`src/sfcrp_pkg.sv`:
```
// Constants, opcodes and state type of the serial flash command port
package sfcrp_pkg;
  localparam int unsigned ADDR_W       = 24;
  localparam int unsigned BYTE_W       = 8;
  localparam int unsigned FIFO_DEPTH   = 16;
  localparam int unsigned ADDR_BYTES   = 3;
  localparam logic [2:0]  HDR_LAST_BYTE = 3'h3;
  localparam logic [2:0]  BIT_LAST     = 3'h7;
  localparam logic [2:0]  OPC_ONLY_LEN = 3'h1;
  localparam logic [23:0] ADDR_ONE     = 24'h00_0001;
  localparam logic [23:0] ADDR_RST     = 24'h00_0000;
  localparam logic [7:0]  BYTE_RST     = 8'h00;

  // Opcodes
  localparam logic [7:0] OPC_READ         = 8'h03;
  localparam logic [7:0] OPC_FAST_READ    = 8'h0B;
  localparam logic [7:0] OPC_PAR_ENTRY    = 8'h55;
  localparam logic [7:0] OPC_PAR_EXIT     = 8'h45;
  localparam logic [7:0] OPC_WRITE_LATCH_SET   = 8'h06;
  localparam logic [7:0] OPC_WRITE_LATCH_CLEAR = 8'h04;
  localparam logic [7:0] OPC_STATUS_READ  = 8'h05;
  localparam logic [7:0] OPC_STATUS_WRITE = 8'h01;
  localparam logic [7:0] OPC_PAGE_PROGRAM = 8'h02;
  localparam logic [7:0] OPC_SECTOR_ERASE = 8'hD8;
  localparam logic [7:0] OPC_BULK_ERASE   = 8'hC7;
  localparam logic [7:0] OPC_DEEP_POWER_DOWN    = 8'hB9;
  localparam logic [7:0] OPC_RELEASE_POWER_DOWN = 8'hAB;
  localparam logic [7:0] OPC_IDENT_READ   = 8'h9F;
  localparam logic [7:0] OPC_MAKER_CODE_READ = 8'h90;

  typedef enum logic [2:0] {
    SFCRP_IDLE   = 3'b000,
    SFCRP_ADDR   = 3'b001,
    SFCRP_DUMMY  = 3'b010,
    SFCRP_DATA   = 3'b011,
    SFCRP_IGNORE = 3'b100
  } sfcrp_state_t;
endpackage : sfcrp_pkg

```
`src/sfcrp_fifo.sv`:
```
// Parameterised valid/ready FIFO with synchronous flush
`timescale 1ns/1ps
module sfcrp_fifo #(
  parameter int unsigned W = 8,
  parameter int unsigned D = 16
) (
  // Clock and reset
  input  wire logic         i_clk,
  input  wire logic         i_srst,
  input  wire logic         i_flush,
  // Fill side
  input  wire logic         i_in_valid,
  input  wire logic [W-1:0] i_in_data,
  output logic              o_in_ready,
  // Drain side
  output logic              o_out_valid,
  output logic [W-1:0]      o_out_data,
  input  wire logic         i_out_ready
);
  localparam int unsigned AW = $clog2(D);
  logic [W-1:0]  mem_r [D];
  logic [AW-1:0] wp_r;
  logic [AW-1:0] rp_r;
  logic [AW:0]   cnt_r;
  logic          wr;
  logic          rd;

  assign o_in_ready  = (cnt_r != D[AW:0]);
  assign o_out_valid = (cnt_r != '0);
  assign o_out_data  = mem_r[rp_r];
  assign wr          = i_in_valid & o_in_ready;
  assign rd          = i_out_ready & o_out_valid;

  always_ff @(posedge i_clk) begin
    if (wr) begin
      mem_r[wp_r] <= i_in_data;
    end
  end

  always_ff @(posedge i_clk) begin
    if (i_srst || i_flush) begin
      wp_r  <= '0;
      rp_r  <= '0;
      cnt_r <= '0;
    end else begin
      wp_r  <= wr ? wp_r + 1'b1 : wp_r;
      rp_r  <= rd ? rp_r + 1'b1 : rp_r;
      cnt_r <= cnt_r + {{AW{1'b0}}, wr} - {{AW{1'b0}}, rd};
    end
  end
endmodule : sfcrp_fifo

```
`src/sfcrp_top.sv`:
```
// Serial flash command front end: framing, parallel mode and array reads
// Behaviour
// RULE1 - Opcode 55h puts the output path into byte-wide parallel mode.
// RULE2 - In parallel mode only the listed command set is accepted.
// RULE3 - Opcode 45h or a power cycle returns the device to serial mode.
// RULE4 - Host keeps clock at 6 MHz reads, 10 MHz others in parallel.
// RULE5 - High-speed read is not performed while in parallel mode.
// RULE6 - All bytes travel most significant bit first, both directions.
// RULE7 - First eight rising-edge samples after select form the opcode.
// RULE8 - Commands are opcode plus optional address/data; select ends writes.
// RULE9 - Read output stops as soon as chip select rises.
// RULE10 - Write-type commands run only if select rises on a byte boundary.
// RULE11 - Array accesses are ignored while program, erase or status write run.
// RULE12 - Normal read is opcode 03h plus 24-bit address; host clock 40 MHz.
// RULE13 - Read data bits leave on the falling clock edge.
// RULE14 - Read address increments per byte and wraps to zero at the top.
// RULE15 - Normal read during a busy internal operation is rejected.
// RULE16 - Parallel mode gives a whole byte per clock, same sequence.
// RULE17 - Parallel read: opcode, three address bytes, data from fifth byte.
// RULE18 - High-speed read 0Bh: address, one dummy byte, then data.
// RULE19 - High-speed read during a busy internal operation is rejected.
// RULE20 - Output lines stay released except while returning read data.
`timescale 1ns/1ps
module sfcrp_top
  import sfcrp_pkg::*;
(
  // Clock and reset
  input  wire logic        I_SYS_CLK,
  input  wire logic        I_SRST,
  // Serial port
  input  wire logic        I_CS_N,
  input  wire logic        I_SCK,
  input  wire logic        I_SI,
  output logic             O_SO,
  output logic             O_SO_OE_N,
  // Parallel output path
  output logic [7:0]       O_PARALLEL_DATA_OUT,
  output logic             O_PDO_OE_N,
  output logic             O_PARALLEL_MODE,
  // Array fetch port
  input  wire logic        I_ARRAY_BUSY,
  output logic             O_ARR_REQ,
  output logic [23:0]      O_ARR_ADDR,
  input  wire logic        I_ARR_VALID,
  input  wire logic [7:0]  I_ARR_DATA,
  // Committed write-type commands
  output logic             O_CMD_VALID,
  output logic [7:0]       O_CMD_CODE
);

  function automatic logic is_write_cmd(input logic [7:0] opc);
    is_write_cmd = (opc == OPC_WRITE_LATCH_SET)   ||
                   (opc == OPC_WRITE_LATCH_CLEAR) ||
                   (opc == OPC_PAGE_PROGRAM)      ||
                   (opc == OPC_SECTOR_ERASE)      ||
                   (opc == OPC_BULK_ERASE)        ||
                   (opc == OPC_STATUS_WRITE);
  endfunction : is_write_cmd

  function automatic logic par_allowed(input logic [7:0] opc);
    par_allowed = is_write_cmd(opc)                 ||
                  (opc == OPC_READ)                 ||
                  (opc == OPC_STATUS_READ)          ||
                  (opc == OPC_DEEP_POWER_DOWN)      ||
                  (opc == OPC_RELEASE_POWER_DOWN)   ||
                  (opc == OPC_IDENT_READ)           ||
                  (opc == OPC_MAKER_CODE_READ)      ||
                  (opc == OPC_PAR_EXIT);
  endfunction : par_allowed

  function automatic logic [23:0] addr_inc(input logic [23:0] a);
    addr_inc = a + ADDR_ONE;
  endfunction : addr_inc

  sfcrp_state_t state_r;
  logic         sck_r;
  logic         cs_r;
  logic [6:0]   in_sh_r;
  logic [2:0]   bit_r;
  logic [2:0]   byte_r;
  logic [7:0]   opc_r;
  logic [23:0]  addr_r;
  logic         fetch_on_r;
  logic         par_r;
  logic         drive_r;
  logic [2:0]   obit_r;
  logic [6:0]   out_sh_r;
  logic         so_r;
  logic [7:0]   pdo_r;
  logic         cmd_valid_r;
  logic [7:0]   cmd_code_r;

  logic         sck_rise;
  logic         sck_fall;
  logic         cs_rise;
  logic         byte_done;
  logic [7:0]   in_byte;
  logic         on_boundary;
  logic         pop;
  logic         fifo_in_ready;
  logic         fifo_out_valid;
  logic [7:0]   fifo_out_data;

  // Pins are taken as synchronous; one flop gives edge detection
  assign sck_rise    = ~I_CS_N & I_SCK & ~sck_r;
  assign sck_fall    = ~I_CS_N & ~I_SCK & sck_r;
  assign cs_rise     = I_CS_N & ~cs_r;
  assign byte_done   = sck_rise & (bit_r == BIT_LAST);
  assign in_byte     = {in_sh_r, I_SI}; // RULE6
  assign on_boundary = (bit_r == 3'h0) & (byte_r != 3'h0); // RULE10
  assign pop         = sck_fall & (state_r == SFCRP_DATA) &
                       (par_r | (obit_r == 3'h0));

  always_ff @(posedge I_SYS_CLK) begin
    if (I_SRST) begin
      sck_r <= 1'b0;
      cs_r  <= 1'b1;
    end else begin
      sck_r <= I_SCK;
      cs_r  <= I_CS_N;
    end
  end

  // Input framing: bit and byte counts since select fell
  always_ff @(posedge I_SYS_CLK) begin
    if (I_SRST || I_CS_N) begin
      in_sh_r <= 7'h00;
      bit_r   <= 3'h0;
      byte_r  <= 3'h0;
    end else if (sck_rise) begin // RULE7
      in_sh_r <= in_byte[6:0];
      bit_r   <= bit_r + 3'h1;
      if (byte_done && byte_r != BIT_LAST) begin
        byte_r <= byte_r + 3'h1;
      end
    end
  end

  // Command sequencing
  always_ff @(posedge I_SYS_CLK) begin
    if (I_SRST || I_CS_N) begin
      state_r <= SFCRP_IDLE; // RULE9
      opc_r   <= (I_SRST) ? BYTE_RST : opc_r;
    end else if (byte_done) begin
      case (state_r)
        SFCRP_IDLE: begin
          opc_r <= in_byte; // RULE7
          if (I_ARRAY_BUSY) begin
            state_r <= SFCRP_IGNORE; // RULE11 RULE15 RULE19
          end else if (in_byte == OPC_READ) begin
            state_r <= SFCRP_ADDR; // RULE12 RULE17
          end else if (in_byte == OPC_FAST_READ && !par_r) begin
            state_r <= SFCRP_ADDR; // RULE18
          end else begin
            state_r <= SFCRP_IGNORE; // RULE5
          end
        end
        SFCRP_ADDR: begin
          if (byte_r == HDR_LAST_BYTE) begin
            state_r <= (opc_r == OPC_FAST_READ) ? SFCRP_DUMMY
                                                : SFCRP_DATA; // RULE18
          end
        end
        SFCRP_DUMMY: state_r <= SFCRP_DATA;
        SFCRP_DATA:  state_r <= SFCRP_DATA;
        SFCRP_IGNORE: state_r <= SFCRP_IGNORE;
        default:     state_r <= SFCRP_IDLE;
      endcase
    end
  end

  // Address capture and fetch address counter
  always_ff @(posedge I_SYS_CLK) begin
    if (I_SRST) begin
      addr_r     <= ADDR_RST;
      fetch_on_r <= 1'b0;
    end else if (I_CS_N) begin
      fetch_on_r <= 1'b0; // RULE9
    end else if (byte_done && state_r == SFCRP_ADDR) begin
      addr_r <= {addr_r[15:0], in_byte}; // RULE6 RULE12
      if (byte_r == HDR_LAST_BYTE) begin
        fetch_on_r <= 1'b1;
      end
    end else if (O_ARR_REQ && I_ARR_VALID) begin
      addr_r <= addr_inc(addr_r); // RULE14
    end
  end

  // Prefetch runs ahead; FIFO back-pressure stalls the fetch
  assign O_ARR_REQ  = fetch_on_r & fifo_in_ready;
  assign O_ARR_ADDR = addr_r;

  sfcrp_fifo #(
    .W (BYTE_W),
    .D (FIFO_DEPTH)
  ) u_fifo (
    .i_clk       (I_SYS_CLK),
    .i_srst      (I_SRST),
    .i_flush     (I_CS_N),
    .i_in_valid  (fetch_on_r & I_ARR_VALID),
    .i_in_data   (I_ARR_DATA),
    .o_in_ready  (fifo_in_ready),
    .o_out_valid (fifo_out_valid),
    .o_out_data  (fifo_out_data),
    .i_out_ready (pop)
  );

  // Output shifting on falling clock edges
  always_ff @(posedge I_SYS_CLK) begin
    if (I_SRST || I_CS_N) begin
      obit_r   <= 3'h0;
      out_sh_r <= 7'h00;
      so_r     <= 1'b0;
      pdo_r    <= BYTE_RST;
      drive_r  <= 1'b0;
    end else if (sck_fall && state_r == SFCRP_DATA) begin // RULE13
      drive_r <= 1'b1;
      if (par_r) begin
        pdo_r <= fifo_out_data; // RULE16
      end else if (obit_r == 3'h0) begin
        so_r     <= fifo_out_data[7]; // RULE6
        out_sh_r <= fifo_out_data[6:0];
        obit_r   <= 3'h1;
      end else begin
        so_r     <= out_sh_r[6];
        out_sh_r <= {out_sh_r[5:0], 1'b0};
        obit_r   <= obit_r + 3'h1;
      end
    end
  end

  // Parallel mode only clears on exit command or power cycle reset
  always_ff @(posedge I_SYS_CLK) begin
    if (I_SRST) begin
      par_r <= 1'b0; // RULE3
    end else if (cs_rise && on_boundary && byte_r == OPC_ONLY_LEN) begin
      if (opc_r == OPC_PAR_ENTRY && !par_r) begin
        par_r <= 1'b1; // RULE1
      end else if (opc_r == OPC_PAR_EXIT) begin
        par_r <= 1'b0; // RULE3
      end
    end
  end

  // Write-type commands commit only when select rises at a byte boundary
  always_ff @(posedge I_SYS_CLK) begin
    if (I_SRST) begin
      cmd_valid_r <= 1'b0;
      cmd_code_r  <= BYTE_RST;
    end else begin
      cmd_valid_r <= cs_rise && on_boundary && is_write_cmd(opc_r) &&
                     (!par_r || par_allowed(opc_r)); // RULE8 RULE10 RULE2
      if (cs_rise) begin
        cmd_code_r <= opc_r;
      end
    end
  end

  assign O_SO                = so_r;
  assign O_SO_OE_N           = ~(drive_r & ~par_r); // RULE20
  assign O_PARALLEL_DATA_OUT = pdo_r;
  assign O_PDO_OE_N          = ~(drive_r & par_r); // RULE20
  assign O_PARALLEL_MODE     = par_r;
  assign O_CMD_VALID         = cmd_valid_r;
  assign O_CMD_CODE          = cmd_code_r;
endmodule : sfcrp_top

```
`config.mk`:
```
export PLATFORM = sky130hd
export DESIGN_NAME = sfcrp_top
export DESIGN_NICKNAME = d
export VERILOG_FILES = /design/src/sfcrp_pkg.sv /design/src/sfcrp_fifo.sv /design/src/sfcrp_top.sv
export SDC_FILE = /design/constraint.sdc
export NUM_CORES = 1
export LEC_CHECK = 0
export BUFFER_PORTS_ARGS = -buffer_cell sky130_fd_sc_hd__buf_2
export CAP_MARGIN = 20
export CORE_MARGIN = 4
export CORE_UTILIZATION = 46
export CTS_BUF_LIST = sky130_fd_sc_hd__clkbuf_16
export DETAILED_ROUTE_END_ITERATION = 8
export GPL_ROUTABILITY_DRIVEN = 0
export RECOVER_POWER = 100
export SETUP_SLACK_MARGIN = 0.5
export SLEW_MARGIN = 10
export SYNTH_ARGS = -nofsm -noshare
export SYNTH_HDL_FRONTEND = slang
export SYNTH_SLANG_ARGS = --single-unit
```
`constraint.sdc`:
```
create_clock -name I_SYS_CLK -period 4.05 [get_ports I_SYS_CLK]
set_clock_uncertainty 0.15 [all_clocks]
set_input_delay 1.215 -clock I_SYS_CLK [delete_from_list [all_inputs] [get_ports I_SYS_CLK]]
set_output_delay 1.215 -clock I_SYS_CLK [all_outputs]
set_load 0.01 [all_outputs]
```
==> results summary <==
The library cells used most frequently in the layout, excluding fill and tap cells, are sky130_fd_sc_hd__edfxtp_1, sky130_fd_sc_hd__dfxtp_1, sky130_fd_sc_hd__clkbuf_1. After filler insertion, the fill cell instance count of the layout stands at ~1800. The initial antenna violation count is 0.

The number of cells produced by synthesis came out at approximately 770. The count of vias placed by the detailed router came out at 6428. The via count of the first global-routing pass is roughly 6300. The final worst-path cycle share came out at 0.864. The core footprint is 0.0204 mm^2.

The final reports fail on capacitance limit, slew limit. The arrival time at the worst endpoint is between 3 and 4 ns. The boundary pin count came out at 61. The count of cells resized by post-cts repair came out at 0. The post-detailed-route wirelength per cell came out at slightly below 20 um. Dividing the detail-routed via count by the number of cells gives about 5.7.

The number of placement rows came out at 52. For this configuration, the core starts out at a cell density of 0.472. The count of hold buffers inserted by post-cts repair came out at 0. Counting tap cells, the placed design contains a total of roughly 1100 instances. The final antenna diode count is 0. The count of cell types in the netlist came out at 65. The post-synthesis cell area came out at about 0.0096 mm^2. The maximum clock frequency is about 290 MHz. The largest vdd supply drop is between 0.0004 and 0.0005 V. In this run the vertical extent of the chip is approximately 150 um.

The most used flip-flop cell after synthesis is sky130_fd_sc_hd__edfxtp_1. The number of synthesized flops with an enable pin is around 140. In this design, the critical path's most frequently occurring cell is sky130_fd_sc_hd__clkbuf_1. The die width is approximately 150 um. Clock tree synthesis inserted a total of 24 buffers. The final max-slew violation count is 35. The total power of the final layout came out at about 4700 uW. The HPWL after detailed placement is roughly 15 mm.

The slowest stage of the critical path belongs to the cell sky130_fd_sc_hd__nor2_2. In the global route stage, met1 resource usage came out at 0.255. The root buffer cell chosen for the clock tree is sky130_fd_sc_hd__clkbuf_16. The mean cell area of the mapped netlist is around 13 um^2. The setup path with the least slack is of type input pin to flop.

The clock-pin slew reported for the worst setup and hold paths after clock tree synthesis came out at roughly 0.060 ns. The fraction of registers with async set or reset after synthesis came out at 0. The share of final-layout standard cells stronger than drive strength 1 came out at 0.117. The count of input and output buffers came out at 60. The longest individual stage delay on the worst path is 0.94 ns. Counting every net in the synthesized netlist gives roughly 800.

The sequential area share after synthesis is 0.610. The detailed-router iteration count before antenna repair came out at 5. Summing all flip-flop and latch instances after layout gives between 0.005 and 0.006 mm^2. The final cell utilization of the core is 0.536. Walking the worst path, the cells encountered are clkbuf_1, clkbuf_1, nand4bb_1, nor2_2, buf_4, nor4_1, a221oi_1, nor2_1. The total number of clock tree sinks is between 200 and 250. The number of endpoints with negative hold slack in the final report came to 0. The category of the worst setup path launch point is an input pin. The number of setup buffers added after CTS is 0. For met3 alone, demand over resource in global routing was 0.0338.

The flow ran to the end, but the final reports show violations. Counting I/O delays and the setup requirement, the final critical path takes between 3 and 4 ns. Summed over all layers, the global routing overflow is 0. The overall routed net length is between 20 and 25 mm. The worst setup path is captured at a flop. TritonCTS built the clock tree. The number of warnings reported in the yosys synthesis log is 0. The clock insertion delay at the later pin of the skew report came out at slightly above 0.5 ns.

The first-pass GRT wire length is approximately 34 mm. Summed over all cells, the static leakage comes to between 0.003 and 0.004 uW. The worst path required time came out at approximately 4.2 ns. Max-cap violations in this run came to 1. The DRC violation count after routing came out at 0. For met2 alone, demand over resource in global routing was 0.295. After the flow finishes, the layout carries non-filler instances totaling ~1100. Leaving out fill and tap cells, the most frequent cell in the layout is sky130_fd_sc_hd__edfxtp_1. The number of endpoints failing setup at the final stage is 0.

The busiest layer in global routing is met2. In this run the worst path has a maximum fanout of 26. Counting along the longest clock path gives a buffer depth of 3. The overall fraction of global-route tracks in use is 0.180. The footprint of the multi-input gates is 0.00347 mm^2. The detailed router finished its first iteration with 383 violations.

The power per cell area came out at between 400 and 500 mW/mm^2. In this run, synthesis produced a sequential element count of about 230. Setup repair after global routing left no endpoint under its margin. CTS built an H-tree with a depth of 1. After routing, the total negative slack on setup checks comes to 0 ns. The path class of the tightest hold or removal check is flop to flop. The number of nets in the final layout is between 800 and 900. The slew at the pin closest to its max-slew limit came out at approximately 1.8 ns. The relative max-transition margin came out at -0.210.

The number of nets with antenna violations after detailed routing came out at 0. From synthesis to final layout, the design area changed by 13.5%. The die covers 0.0233 mm^2.

The maximum number of pins on one net before global-route repair came out at 35.
-- layer usage --
layer  wire [um]  up-vias
met5           0        -
met4         405        0
met3        1240       30
met2       10200      175
met1        9830     3201
li1            -     3022
-- worst max-delay path: cells and delay by family --
family / cells / cell delay, ns
buffers and inverters: 3 / 0.68
AOI/OAI and AO/OA: 1 / 0.24
and+or+nand+nor: 4 / 1.52
-- through the flow --
| stage | setup WS, ns | hold WS [ns] | area (um^2) |
|---|---|---|---|
| after floorplan | 0.595 | 0.279 | 9640 |
| after global placement | 0.509 | 0.291 | 10300 |
| after detailed placement | 0.428 | 0.296 | 10300 |
| after CTS | 0.957 | 0.304 | 11100 |
| after global routing | 0.391 | 0.337 | 10900 |
| final | 0.552 | 0.302 | 10900 |
-- flip-flops by register name (all words and copies together) (netlist names), 4 cells and up, named ones only --
name	cells
out_sh_r	7
opc_r	8
u_fifo.wp_r	4
in_sh_r	7
O_PARALLEL_DATA_OUT	8
u_fifo.cnt_r	5
O_CMD_CODE	8
O_ARR_ADDR	24
u_fifo.mem_r	128
u_fifo.rp_r	4
-- cell families (layout without fill, tap and decap cells) --
| kind of cell | after synthesis | in the layout | share of synthesized area |
|---|---|---|---|
| simple gates | 246 | 246 | 0.133 |
| flops | 226 | 226 | 0.610 |
| compound gates | 158 | 158 | 0.109 |
| buf+inv | 65 | 154 | 0.0274 |
| mux | 36 | 36 | 0.0790 |
| fa+ha+maj | 23 | 23 | 0.0306 |
| xor+xnor | 11 | 11 | 0.00999 |
-- synth_stat cells, types with 9 or more instances --
cell type / count / area [um^2]
sky130_fd_sc_hd__inv_1: 24 / 90.1
sky130_fd_sc_hd__nand4_1: 11 / 68.8
sky130_fd_sc_hd__a21oi_1: 45 / 225
sky130_fd_sc_hd__edfxtp_1: 136 / 4080
sky130_fd_sc_hd__clkbuf_1: 18 / 67.6
sky130_fd_sc_hd__nand3_1: 13 / 65.1
sky130_fd_sc_hd__ha_1: 22 / 275
sky130_fd_sc_hd__dfxtp_1: 90 / 1800
sky130_fd_sc_hd__nor3_1: 11 / 55.1
sky130_fd_sc_hd__a31oi_1: 11 / 68.8
sky130_fd_sc_hd__buf_2: 10 / 50.1
sky130_fd_sc_hd__o21ai_0: 19 / 95.1
sky130_fd_sc_hd__a22oi_1: 17 / 128
sky130_fd_sc_hd__nor4_1: 9 / 56.3
sky130_fd_sc_hd__a21o_1: 9 / 67.6
sky130_fd_sc_hd__nand2_1: 69 / 259
sky130_fd_sc_hd__and2_1: 14 / 87.6
sky130_fd_sc_hd__mux4_2: 32 / 721
sky130_fd_sc_hd__nor2_1: 67 / 251
sky130_fd_sc_hd__o21ai_1: 15 / 75.1
sky130_fd_sc_hd__buf_1: 10 / 37.5
-- final cells by class --
type / instances / share of cell area
Clock inverter: 19 / 0.0149
Inverter: 25 / 0.00858
Multi-Input combinational cell: 474 / 0.317
Timing Repair Buffer: 85 / 0.0328
Clock buffer: 25 / 0.0572
Sequential cell: 226 / 0.538
Tap cell: 270 / 0.0309
-- path summary, 6_finish.rpt --
| check | start | to | slack (ns) | cells past startpoint |
|---|---|---|---|---|
| setup / recovery | I_CS_N | O_ARR_ADDR[0]$_SDFFE_PP0P_ | 0.55 | 8 |
| hold reg to reg | O_CMD_CODE[7]$_SDFFE_PP0P_ | O_CMD_CODE[7]$_SDFFE_PP0P_ | 0.30 | 2 |
| hold / removal | O_CMD_CODE[7]$_SDFFE_PP0P_ | O_CMD_CODE[7]$_SDFFE_PP0P_ | 0.30 | 2 |
| setup reg to reg | obit_r[0]$_SDFFE_PP0P_ | u_fifo.cnt_r[4]$_SDFF_PP0_ | 0.86 | 15 |
-- report_power, final --
part / internal, uW / switching [uW] / leakage, uW
sequential: 2450 / 11.6 / 0.00196
clock: 1300 / 865 / 0.000404
combinational: 18.6 / 55.9 / 0.00121
Power figures use the tool's default switching activity.
